--- src/verilog/msl_pkg.sv ---
package msl_pkg;
  // header word indices, byte offset is four times index
  localparam int HDR_WORDS = 8;
  localparam logic [2:0] HDR_REV = 3'h0;
  localparam logic [2:0] HDR_FEAT = 3'h1;
  localparam logic [2:0] HDR_GLIM = 3'h2;
  localparam logic [2:0] HDR_GBASE = 3'h3;
  localparam logic [2:0] HDR_CSSEL = 3'h4;
  localparam logic [2:0] HDR_IPOFS = 3'h5;
  localparam logic [2:0] HDR_SPOFS = 3'h6;
  localparam logic [2:0] HDR_PTOFS = 3'h7;
  localparam int FEAT_LONG_BIT = 0;
  // control zero bit positions
  localparam int CR0_PG = 31;
  localparam int CR0_CD = 30;
  localparam int CR0_NW = 29;
  localparam int CR0_NE = 5;
  localparam int CR0_ET = 4;
  localparam int CR0_MP = 1;
  localparam int CR0_PE = 0;
  // control four bit positions
  localparam int CR4_PSE = 4;
  localparam int CR4_PAE = 5;
  localparam int CR4_MCE = 6;
  localparam int CR4_PGE = 7;
  // implementation features
  localparam logic HAS_LONG = 1'h1;
  localparam logic HAS_PSE = 1'h1;
  // fixed load values
  localparam logic [31:0] DR7_VAL = 32'h0000_0400;
  localparam logic [63:0] DBGCTL_VAL = 64'h0;
  localparam logic [15:0] SEL_STEP = 16'h0008;
  localparam logic [15:0] SEL_ZERO = 16'h0000;
  localparam logic [31:0] SEG_LIMIT = 32'h0FFF_FFFF;
  localparam logic [63:0] FLAGS_VAL = 64'h0000_0000_0000_0002;
  localparam logic [3:0] TYPE_CODE = 4'hB;
  localparam logic [3:0] TYPE_DATA = 4'h3;
  // access-rights field positions
  localparam int AR_S = 4;
  localparam int AR_P = 7;
  localparam int AR_L = 13;
  localparam int AR_DB = 14;
  localparam int AR_G = 15;
  localparam int AR_UNUSABLE = 16;
  localparam int NSEG = 6;
  // loader states
  typedef enum logic [1:0] {ST_IDLE, ST_FETCH, ST_WAIT, ST_LOAD} msl_state_t;
endpackage : msl_pkg

--- src/verilog/msl_loader.sv ---
// state loader for monitor activation and deactivation
module msl_loader
  import msl_pkg::*;
(
  input wire logic clk_in,
  input wire logic rst_b_in,
  input wire logic activate_in, // pulse: activating exit starts
  input wire logic [63:0] vm_control_structure_ptr_in, // current structure pointer
  input wire logic [63:0] monitor_segment_base_in, // monitor segment base
  input wire logic [31:0] hdr_data_in, // header word read data
  input wire logic hdr_ack_in, // header word valid
  input wire logic [31:0] cr0_in, // state before the exit
  input wire logic [63:0] cr3_in,
  input wire logic [31:0] cr4_in,
  input wire logic lma_in,
  input wire logic [63:0] idt_base_in,
  input wire logic deact_in, // pulse: deactivating entry
  input wire logic in_smm_in,
  input wire logic entry_smm_in,
  input wire logic [63:0] exec_ptr_in,
  input wire logic [63:0] vmx_on_region_pointer_ptr_in,
  input wire logic smx_in,
  output logic hdr_rd_out,
  output logic [63:0] hdr_addr_out,
  output logic [63:0] xfer_ptr_out,
  output logic xfer_ptr_we_out,
  output logic busy_out,
  output logic done_out,
  output logic [31:0] cr0_out,
  output logic [63:0] cr3_out,
  output logic [31:0] cr4_out,
  output logic [31:0] dr7_out,
  output logic [63:0] dbgctl_out,
  output logic [NSEG-1:0][15:0] seg_sel_out, // cs, ss, ds, es, fs, gs
  output logic [NSEG-1:0][31:0] seg_ar_out,
  output logic [63:0] seg_base_out,
  output logic [31:0] seg_limit_out,
  output logic [15:0] ldt_sel_out,
  output logic ldt_unusable_out,
  output logic [63:0] gdt_base_out,
  output logic [15:0] gdt_limit_out,
  output logic [63:0] idt_base_out,
  output logic [15:0] idt_limit_out,
  output logic [63:0] ip_out,
  output logic [63:0] sp_out,
  output logic [63:0] flags_out,
  output logic active_state_out,
  output logic sti_block_out,
  output logic movss_block_out,
  output logic nmi_block_out,
  output logic smi_block_out,
  output logic pend_dbg_out,
  output logic lme_out,
  output logic lma_out,
  output logic tlb_flush_out,
  output logic msr_list_skip_out,
  output logic deact_done_out,
  output logic deact_fail_out
);
  logic rst_b; // synchronised reset
  msl_state_t state_reg, state_next;
  logic [31:0] hdr_reg [HDR_WORDS]; // fetched header words
  logic [2:0] idx_reg; // word being fetched
  logic [63:0] base_reg; // base latched at start
  logic [63:0] idt_reg; // idt base latched at start
  logic [15:0] code_sel; // from selector calc
  logic [15:0] data_sel;

  msl_rst_sync u_rst (
    .clk_in(clk_in),
    .rst_b_in(rst_b_in),
    .rst_b_out(rst_b)
  );

  msl_sel_calc u_sel (
    .hdr_sel_in(hdr_reg[HDR_CSSEL]),
    .code_sel_out(code_sel),
    .data_sel_out(data_sel)
  );

  // long-mode feature read from features word bit zero
  wire feat_long = hdr_reg[HDR_FEAT][FEAT_LONG_BIT] & HAS_LONG;
  wire [63:0] hdr_ofs = {59'h0, idx_reg, 2'h0};
  wire last_word = idx_reg == 3'(HDR_WORDS - 1);
  wire [31:0] pt_sum = base_reg[31:0] + hdr_reg[HDR_PTOFS];
  wire [31:0] gd_sum = base_reg[31:0] + hdr_reg[HDR_GBASE];
  wire [31:0] ip_sum = base_reg[31:0] + hdr_reg[HDR_IPOFS];
  wire [31:0] sp_sum = base_reg[31:0] + hdr_reg[HDR_SPOFS];
  // control zero: fixed ones, cache bits carried
  wire [31:0] cr0_keep = cr0_in & ((32'h1 << CR0_CD) | (32'h1 << CR0_NW));
  wire [31:0] cr0_set = (32'h1 << CR0_PG) | (32'h1 << CR0_NE) | (32'h1 << CR0_ET)
    | (32'h1 << CR0_MP) | (32'h1 << CR0_PE);
  wire [31:0] cr0_new = cr0_keep | cr0_set;
  // page table base, only 31:12 and 4:3 survive
  wire [63:0] cr3_new = {32'h0, pt_sum[31:12], 7'h0,
    hdr_reg[HDR_PTOFS][4:3], 3'h0};
  // control four: clear four, set paging bits
  wire pse_new = ~feat_long & HAS_PSE;
  wire [31:0] cr4_clr = ~((32'h1 << CR4_MCE) | (32'h1 << CR4_PGE)
    | (32'h1 << CR4_PAE) | (32'h1 << CR4_PSE));
  wire [31:0] cr4_new = (cr4_in & cr4_clr) | ({31'h0, feat_long} << CR4_PAE)
    | ({31'h0, pse_new} << CR4_PSE);
  // paging-relevant change detection
  wire cr3_chg = cr3_new[63:5] != cr3_in[63:5];
  wire pae_chg = cr4_new[CR4_PAE] != cr4_in[CR4_PAE];
  wire pse_chg = cr4_new[CR4_PSE] != cr4_in[CR4_PSE];
  wire lma_chg = feat_long != lma_in;
  // pse has no effect when long mode held before and after
  wire pse_hit = pse_chg & ~(lma_in & feat_long);
  wire flush_need = cr3_chg | pae_chg | pse_hit | lma_chg;
  // deactivation failure cases
  wire deact_bad = ~in_smm_in | entry_smm_in | (exec_ptr_in != vmx_on_region_pointer_ptr_in);
  wire fetch_go = state_reg == ST_FETCH;
  wire word_take = state_reg == ST_WAIT && hdr_ack_in;
  wire load_go = state_reg == ST_LOAD;

  // next-state decode
  always_comb begin
    state_next = state_reg;
    unique case (state_reg)
      ST_IDLE: if (activate_in) state_next = ST_FETCH;
      ST_FETCH: state_next = ST_WAIT;
      ST_WAIT: begin
        if (hdr_ack_in) state_next = last_word ? ST_LOAD : ST_FETCH;
      end
      ST_LOAD: state_next = ST_IDLE;
    endcase
  end

  // sequencer: pointer save, then header words in order
  always_ff @(posedge clk_in or negedge rst_b) begin
    if (!rst_b) begin
      state_reg <= ST_IDLE;
      idx_reg <= 3'h0;
      base_reg <= 64'h0;
      idt_reg <= 64'h0;
      xfer_ptr_out <= 64'h0;
      xfer_ptr_we_out <= 1'b0;
    end else begin
      state_reg <= state_next;
      xfer_ptr_we_out <= 1'b0;
      if (state_reg == ST_IDLE && activate_in) begin
        // saved first, ahead of any pointer update downstream
        xfer_ptr_out <= vm_control_structure_ptr_in;
        xfer_ptr_we_out <= 1'b1;
        base_reg <= monitor_segment_base_in;
        idt_reg <= idt_base_in;
        idx_reg <= 3'h0;
      end
      if (word_take) idx_reg <= idx_reg + 3'h1;
    end
  end

  // header words land in the local array
  always_ff @(posedge clk_in or negedge rst_b) begin
    if (!rst_b) begin
      for (int i = 0; i < HDR_WORDS; i++) hdr_reg[i] <= 32'h0;
    end else if (word_take) begin
      hdr_reg[idx_reg] <= hdr_data_in;
    end
  end

  // header read port, one word per request
  always_ff @(posedge clk_in or negedge rst_b) begin
    if (!rst_b) begin
      hdr_rd_out <= 1'b0;
      hdr_addr_out <= 64'h0;
      busy_out <= 1'b0;
    end else begin
      hdr_rd_out <= fetch_go;
      if (fetch_go) hdr_addr_out <= base_reg + hdr_ofs;
      busy_out <= state_next != ST_IDLE;
    end
  end

  // control and descriptor-table state, all in one edge
  always_ff @(posedge clk_in or negedge rst_b) begin
    if (!rst_b) begin
      cr0_out <= 32'h0;
      cr3_out <= 64'h0;
      cr4_out <= 32'h0;
      dr7_out <= 32'h0;
      dbgctl_out <= 64'h0;
      gdt_base_out <= 64'h0;
      gdt_limit_out <= 16'h0;
      idt_base_out <= 64'h0;
      idt_limit_out <= 16'h0;
      ldt_sel_out <= 16'h0;
      ldt_unusable_out <= 1'b0;
    end else if (load_go) begin
      // single commit keeps partial state invisible
      cr0_out <= cr0_new;
      cr3_out <= cr3_new;
      cr4_out <= cr4_new;
      dr7_out <= DR7_VAL;
      dbgctl_out <= DBGCTL_VAL;
      gdt_base_out <= {32'h0, gd_sum};
      gdt_limit_out <= hdr_reg[HDR_GLIM][15:0];
      idt_base_out <= idt_reg;
      idt_limit_out <= SEL_ZERO;
      ldt_sel_out <= SEL_ZERO;
      ldt_unusable_out <= 1'b1;
    end
  end

  // pointers, flags and long-mode enables
  always_ff @(posedge clk_in or negedge rst_b) begin
    if (!rst_b) begin
      ip_out <= 64'h0;
      sp_out <= 64'h0;
      flags_out <= FLAGS_VAL;
      active_state_out <= 1'b0;
      lme_out <= 1'b0;
      lma_out <= 1'b0;
      seg_base_out <= 64'h0;
      seg_limit_out <= 32'h0;
    end else if (load_go) begin
      ip_out <= {32'h0, ip_sum};
      sp_out <= {32'h0, sp_sum};
      flags_out <= FLAGS_VAL;
      active_state_out <= 1'b1;
      lme_out <= feat_long;
      lma_out <= feat_long;
      seg_base_out <= 64'h0;
      seg_limit_out <= SEG_LIMIT;
    end
  end

  // per-segment selector and access rights
  for (genvar s = 0; s < NSEG; s++) begin : g_seg
    // code segment is entry zero, the rest are data
    wire is_code = s == 0;
    wire [15:0] sel_val = is_code ? code_sel : data_sel;
    wire [3:0] type_val = is_code ? TYPE_CODE : TYPE_DATA;
    wire l_bit = is_code & feat_long;
    wire db_bit = is_code ? ~feat_long : 1'b1;
    wire [31:0] ar_val = {15'h0, 1'b0, 1'b1, db_bit, l_bit, 5'h0,
      1'b1, 2'h0, 1'b1, type_val};
    always_ff @(posedge clk_in or negedge rst_b) begin
      if (!rst_b) begin
        seg_sel_out[s] <= 16'h0;
        seg_ar_out[s] <= 32'h0;
      end else if (load_go) begin
        seg_sel_out[s] <= sel_val;
        seg_ar_out[s] <= ar_val;
      end
    end
  end

  // event blocking, translation flush and completion strobes
  always_ff @(posedge clk_in or negedge rst_b) begin
    if (!rst_b) begin
      sti_block_out <= 1'b0;
      movss_block_out <= 1'b0;
      nmi_block_out <= 1'b0;
      smi_block_out <= 1'b0;
      pend_dbg_out <= 1'b0;
      tlb_flush_out <= 1'b0;
      msr_list_skip_out <= 1'b0;
      done_out <= 1'b0;
      deact_done_out <= 1'b0;
      deact_fail_out <= 1'b0;
    end else begin
      tlb_flush_out <= load_go & flush_need;
      // the list is never walked, the skip output tells downstream logic so
      msr_list_skip_out <= load_go;
      done_out <= load_go;
      deact_done_out <= deact_in & ~busy_out & ~deact_bad;
      deact_fail_out <= deact_in & ~busy_out & deact_bad;
      if (load_go) begin
        sti_block_out <= 1'b0;
        movss_block_out <= 1'b0;
        pend_dbg_out <= 1'b0;
        nmi_block_out <= 1'b1;
        smi_block_out <= 1'b1;
      end else if (deact_in && !busy_out && !deact_bad) begin
        // guest block bit ignored, safer mode decides
        smi_block_out <= smx_in;
      end
    end
  end
endmodule : msl_loader

--- src/verilog/msl_rst_sync.sv ---
// two-stage release of the asynchronous reset
module msl_rst_sync (
  input wire logic clk_in,
  input wire logic rst_b_in,
  output logic rst_b_out
);
  logic meta_reg; // first stage, read only by second
  // assert at once, release after two edges
  always_ff @(posedge clk_in or negedge rst_b_in) begin
    if (!rst_b_in) begin
      meta_reg <= 1'b0;
      rst_b_out <= 1'b0;
    end else begin
      meta_reg <= 1'b1;
      rst_b_out <= meta_reg;
    end
  end
endmodule : msl_rst_sync

--- src/verilog/msl_sel_calc.sv ---
// selector derivation from the header selector word
module msl_sel_calc
  import msl_pkg::*;
(
  input wire logic [31:0] hdr_sel_in,
  output logic [15:0] code_sel_out,
  output logic [15:0] data_sel_out
);
  wire [15:0] raw_sel = {hdr_sel_in[15:3], 3'h0}; // high half ignored
  wire [15:0] sum_sel = raw_sel == SEL_ZERO ? SEL_STEP : raw_sel;
  wire [15:0] dat_sum = sum_sel + SEL_STEP; // wraps when code is FFF8H
  assign code_sel_out = sum_sel;
  assign data_sel_out = dat_sum == SEL_ZERO ? SEL_STEP : dat_sum;
endmodule : msl_sel_calc

--- config.mk ---
export PLATFORM = sky130hd
export DESIGN_NAME = msl_loader
export DESIGN_NICKNAME = d
export VERILOG_FILES = /design/src/verilog/msl_pkg.sv /design/src/verilog/msl_loader.sv /design/src/verilog/msl_rst_sync.sv /design/src/verilog/msl_sel_calc.sv
export SDC_FILE = /design/constraint.sdc
export NUM_CORES = 2
export LEC_CHECK = 0
export BUFFER_PORTS_ARGS = -buffer_cell sky130_fd_sc_hd__buf_2
export CAP_MARGIN = 20
export CORE_AREA = 2 2 624 626
export DETAILED_ROUTE_END_ITERATION = 8
export DIE_AREA = 0 0 626 628
export PLACE_DENSITY = 0.3
export SLEW_MARGIN = 5
export SYNTH_ARGS = -nofsm -noshare
export SYNTH_HDL_FRONTEND = slang
export SYNTH_SLANG_ARGS = --single-unit
export TNS_END_PERCENT = 100
--- constraint.sdc ---
create_clock -name clk_in -period 19.8 [get_ports clk_in]
set_input_delay 1.98 -clock clk_in [delete_from_list [all_inputs] [get_ports clk_in]]
set_output_delay 1.98 -clock clk_in [all_outputs]
set_load 0.01 [all_outputs]
Word level (Yosys, flattened, before mapping):

Index checks and enable logic that the tools add are counted.

* equality and inequality tests: 9
* reduce and logical (&&, ||, !) cells: 13
* bitwise operators: 19
* muxes and demuxes: 14
* magnitude comparators: 2
* add/subtract/negate cells: 7

Operators by type and width (count)
* 256-bit bitwise mux: 1
* 32-bit adder: 4
* 32-bit demux with 3-bit select: 1
* 64-bit by 5-bit adder with 64-bit output: 1
* 64-bit inequality test: 1
* 27-bit by 59-bit inequality test with 1-bit output: 1
* 16-bit logical NOT: 2
* 16-bit 2-to-1 mux: 2
* 32-bit 2-to-1 mux: 1
* 32-bit by 5-bit OR with 32-bit output: 1
* 32-bit by 6-bit OR with 32-bit output: 1
* 16-bit by 4-bit adder with 16-bit output, second input constant: 1
* 2-bit one-hot mux with 4 select lines: 1
* 1-bit AND: 6
* 2-bit 2-to-1 mux: 3
* 3-bit 2-to-1 mux: 2
* 2-bit nonzero test: 3
* 1-bit logical AND: 5
* 1-bit NOT: 5
* 1-bit OR: 5
* 2-bit == test, second input constant: 2
* 4-bit greater-or-equal comparator, second input constant: 1
* 4-bit by 1-bit < comparator with 1-bit output, second input constant: 1
* 3-bit NOT with 4-bit output: 1
* other kinds (7): 12

* output and inout bits: 1121
* logic and storage cells: 103
* register bits after elaboration: 808

Logic depth before layout (Yosys ltp):

* word-level depth: 7
* depth in mapped cells: 14
* mapped depth without buffers: 14

By module:

A second synthesis with hierarchy kept.

* cell total of the unflattened synthesis: 4014
* area, all modules: 40131.0 sq um

By module, submodules not included
* msl_loader: cells each 3953, area an instance 39683.1 sq um, times used 1
* msl_sel_calc: cells each 58, area an instance 394.1 sq um, times used 1
* msl_rst_sync: cells each 3, area an instance 53.8 sq um, times used 1

Least setup slack after synthesis:

OpenSTA, ideal clock, no wires.

* path type: input to register
* start point: input lma_in
* end point: register tlb_flush_out
* stages on the path: 11
* setup time: 136 ps
* setup slack: 15428 ps
* arrival time: 4235 ps
* cell sequence: ha_1 nor4_1 nand4_1 or4_1 nor4b_2 nand3_1 a2111oi_2 nand4_1 nor3_1 and4_1 a31oi_1

* cells in the longest elaborated chain, start to end: 6

Ends and longest elaborated chain
* start, declared: RTL line msl_loader.sv:15 `input wire logic lma_in,`
* 1-bit AND: RTL line msl_loader.sv:109 `wire pse_hit = pse_chg & ~(lma_in & feat_long);`
* 1-bit NOT: RTL line msl_loader.sv:109
* 1-bit AND: RTL line msl_loader.sv:109
* 1-bit OR: RTL line msl_loader.sv:110 `wire flush_need = cr3_chg | pae_chg | pse_hit | lma_chg;`
* 1-bit OR (*): RTL line msl_loader.sv:110
* 1-bit AND (*): RTL line msl_loader.sv:264 `tlb_flush_out <= load_go & flush_need;`
* end signal, assigned: RTL line msl_loader.sv:264
* end, declared: RTL line msl_loader.sv:55 `output logic tlb_flush_out,`

Every way passes the cells marked *; elsewhere a longest branch is shown, timed or not.
A chain may end at the register's enable or synchronous reset.

Worst setup path after layout:

* start point: input activate_in
* end point: register xfer_ptr_out[2]

* cells in the longest elaborated chain, start to end: 1

Ends and longest elaborated chain
* start, declared: RTL line msl_loader.sv:7 `input wire logic activate_in,`
* 1-bit logical AND: RTL line msl_loader.sv:142 `if (state_reg == ST_IDLE && activate_in) begin`
* end signal, assigned: RTL line msl_loader.sv:144 `xfer_ptr_out <= vm_control_structure_ptr_in;`
* end, declared: RTL line msl_loader.sv:25 `output logic [63:0] xfer_ptr_out,`

No other way between the ends.

==> impl.org <==
** Timing
- The number of max-slew violations in the final report was 0.
- RSZ-0062 raised after global routing :: no
- Setup TNS after final layout :: 0 ns
- Setup violations remaining at the end of the flow were counted as 0.
- Clock skew on the completed layout was measured at 0.0441 ns.
- Hold violation total from the final report :: 0
- Fin Hold WS :: between 0.3 and 0.4 ns
- Derived from the worst setup path, the maximum achievable clock frequency is roughly 0.2 GHz.
- Tcrit/Tclk final :: 0.254
- Headroom to the max-slew limit came out at 0.173.
- Time the final worst path needs with I/O delays and setup :: 5.02 ns
- At the pin with the least slew margin, the transition time is 1.24 ns.

** Layout
- The count of cells in the finished layout, fillers not included, comes to roughly 9700.
- The register with the most flip-flops in the layout has 155 of them.
- The library cells used most frequently in the layout, excluding fill and tap cells, are sky130_fd_sc_hd__buf_2 (973), sky130_fd_sc_hd__dfrtp_1 (684), sky130_fd_sc_hd__conb_1 (600).
- Nets :: 5066
- Of the cells placed in the final design, the portion with a size suffix greater than 1 is 0.370.
- Post-route cell area :: 50000 um^2
- P&R area growth vs syn :: 29.3%
- Most common cell after layout, fill and taps aside :: sky130_fd_sc_hd__buf_2

** Place
- Routability-driven placement finished with a final weighted congestion of 0.787.
- Including well taps, the total number of placed cells is 9549.
- Summing all placed instances gives a cell area of between 40000 and 50000 um^2.
- # port buffers :: 973
- The HPWL after detailed placement is roughly 140 mm.

** Clocking
- Max clock buf depth :: 3
- Clock insertion delay at the later pin of the skew report :: 0.71 ns
- TritonCTS built the clock tree.
- For this design, the sink count on the clock tree is 686.
- Clock slew seen by the registers of the worst setup and hold paths :: 0.06 ns
- Post-CTS Repair Setup Buffers :: 0
- The clock tree synthesis step divided the H-tree into 3 levels.
- Clock tree root driver cell :: sky130_fd_sc_hd__clkbuf_16
- Inserted Clock Buffers :: 90
- Hold-fix buffer count after cts :: 0
- Post-cts sizing count :: 0

** Global routing
- GRT Resource Usage Total :: 0.0879
- The first global-routing pass estimated between 200 and 250 mm of wire.
- For this run the aggregate overflow at the end of global routing stands at 0.
- The number of global-route vias before repair was 28200.
- The number of antenna violations at the first check in global routing is 78.
- Largest net degree at the start of global routing :: 150

** Die
- Core Rows :: 229
- Die Wd :: 626 um
- Placeable core region :: between 300000 and 400000 um^2
- Starting density of the core :: 0.0999
- I/O pin cnt :: roughly 1600
- The die covers 393000 um^2.
- Vert. Die Dim :: 628 um

** Route
- The count of nets left with antenna violations once routing finished came out at 0.
- After detailed routing, the number of vias per cell comes to ~2.8.
- The final layout contains routed wiring with a total length of 178 mm.
- Total vias in the final route :: 27600
- After detailed routing, the number of remaining DRC violations is 0.
- The first detailed-routing pass took 4 iterations.
- Number of DRC markers in iteration 0 :: 960
- After detailed routing, the average wire length per cell comes to 18.3 um.

** Critical path
- Reg-to-Reg End :: hdr_addr_out[63]
- At the worst endpoint, the arrival time is between 5 and 6 ns.
- Category of the worst setup path capture point :: flop
- Critical path type :: input pin to flop
- In this run the worst path has a maximum fanout of 59.
- Cells on worst reg2reg path :: 11
- FF-to-FF setup slack :: 14.81 ns
- In this run the critical register-to-register path is launched from base_reg[19].
- The worst setup path is launched from an input pin.
- Required time of the critical path :: 20.36 ns

** Pwr
- Power per cell area :: 145 nW/um^2
- The analysis attributes to cell leakage a power of roughly 23 nW.
- The worst-case IR drop observed on VDD is about 0.085 mV.

** Yosys
- During synthesis, Yosys emitted a total of 0 warnings.
- The cell count after synthesis came out at 3574.
- Number of synthesized flops with an enable pin :: 0
- Synth async-reset ratio :: 1.00
- After synthesis, the netlist uses 84 different library cells.
- The share of the Yosys chip area taken by registers is 0.444.
- Synthesis-stage register bit count :: 686
- In the synthesized netlist the dominant register cell turns out to be sky130_fd_sc_hd__dfrtp_1.
- Each instance of the synthesized netlist takes up on average 10.8 um^2.
- The mapped netlist covers 38700 um^2.

** Job
- Max-cap violations :: 0

** Outcome
- The flow ran to the end, and the final reports show no timing, DRC or antenna violations.

** Worst hold path
- The min-delay analysis places its worst path in the category flop to asynchronous set/reset pin.
-- worst max-delay path: stages --
cell                      delay (ns)
sky130_fd_sc_hd__buf_2          0.11
sky130_fd_sc_hd__nor3b_2        0.65
sky130_fd_sc_hd__buf_4          0.66
sky130_fd_sc_hd__buf_4          0.77
sky130_fd_sc_hd__buf_4          0.74
sky130_fd_sc_hd__mux2_2         0.41
-- area by class of cell --
type	count	area, um^2
antenna	5	12.5
clock buffer	124	2560
clock inverter	38	652
fill	43900	337000
inverter	56	215
multi-input combinational	2597	17700
sequential	686	17200
tap	5197	6500
timing repair buffer	1013	5180
-- power breakdown --
group	leakage (nW)	switching, mW	internal (mW)
Clock	1.57	0.744	1.07
Sequential	8.56	0.453	1.97
Combinational	12.9	1.82	1.20
Total	23.0	3.01	4.24
-- worst max path at each step --
stage	from	endpoint	slack, ns	depth (start not counted)
global route	base_reg[19]	hdr_addr_out[63]	14.29	11
finish	activate_in	xfer_ptr_out[2]	14.78	6
floorplan	u_rst.rst_b_out	base_reg[0]	8.65	0
global placement	activate_in	xfer_ptr_out[4]	13.92	6
detailed placement	activate_in	xfer_ptr_out[2]	13.87	6
CTS	base_reg[19]	hdr_addr_out[63]	14.05	11
-- synth_stat cells, drive strengths merged, types with 9 or more instances --
cell type  number  area share
buf           742        0.14
dfrtp         686        0.44
mux2          480        0.14
nand2         292       0.028
o21ai         223       0.029
xor2          131       0.030
ha            129       0.042
xnor2         114       0.026
clkbuf         91      0.0088
a21oi          87       0.011
nor2           80      0.0078
inv            55      0.0053
a21o           52       0.010
nand3          52      0.0067
and3           32      0.0052
nor3           30      0.0040
nand4          28      0.0045
nor4           26      0.0042
nand2b         23      0.0037
o21bai         18      0.0038
a211oi         17      0.0034
o211ai         17      0.0033
nor2b          14      0.0025
a31oi          12      0.0019
o21a           11      0.0021
and2           10      0.0016
o31ai           9      0.0019
-- logic make-up after synthesis --
kind of cell / count (synthesis) / synth area share
buffers and inverters: 889 / 0.157
DFF: 686 / 0.444
and+or+nand+nor: 626 / 0.0765
AOI/OAI and AO/OA: 511 / 0.0821
muxes: 481 / 0.140
xor gates and xnor gates: 246 / 0.0561
adders and majority gates: 133 / 0.0438
other: 2 / 0.000194
-- per-stage QoR --
stage	util	worst slack (ns)	power, mW
finish	0.129	14.78	7.25
global route	0.129	14.29	7.85
CTS	0.129	14.05	7.53
detailed placement	0.121	13.87	5.62
global placement	0.121	13.92	5.62
floorplan	-	8.65	4.22
-- layer usage --
layer | track usage | vias up | wire (um)
li1 | - | 12800 | -
met1 | 0.0913 | 13400 | 64300
met2 | 0.165 | 1068 | 93500
met3 | 0.0314 | 265 | 14500
met4 | 0.0238 | 56 | 5250
met5 | 0 | - | 356
No activity file was read; power rests on OpenSTA's default activity.
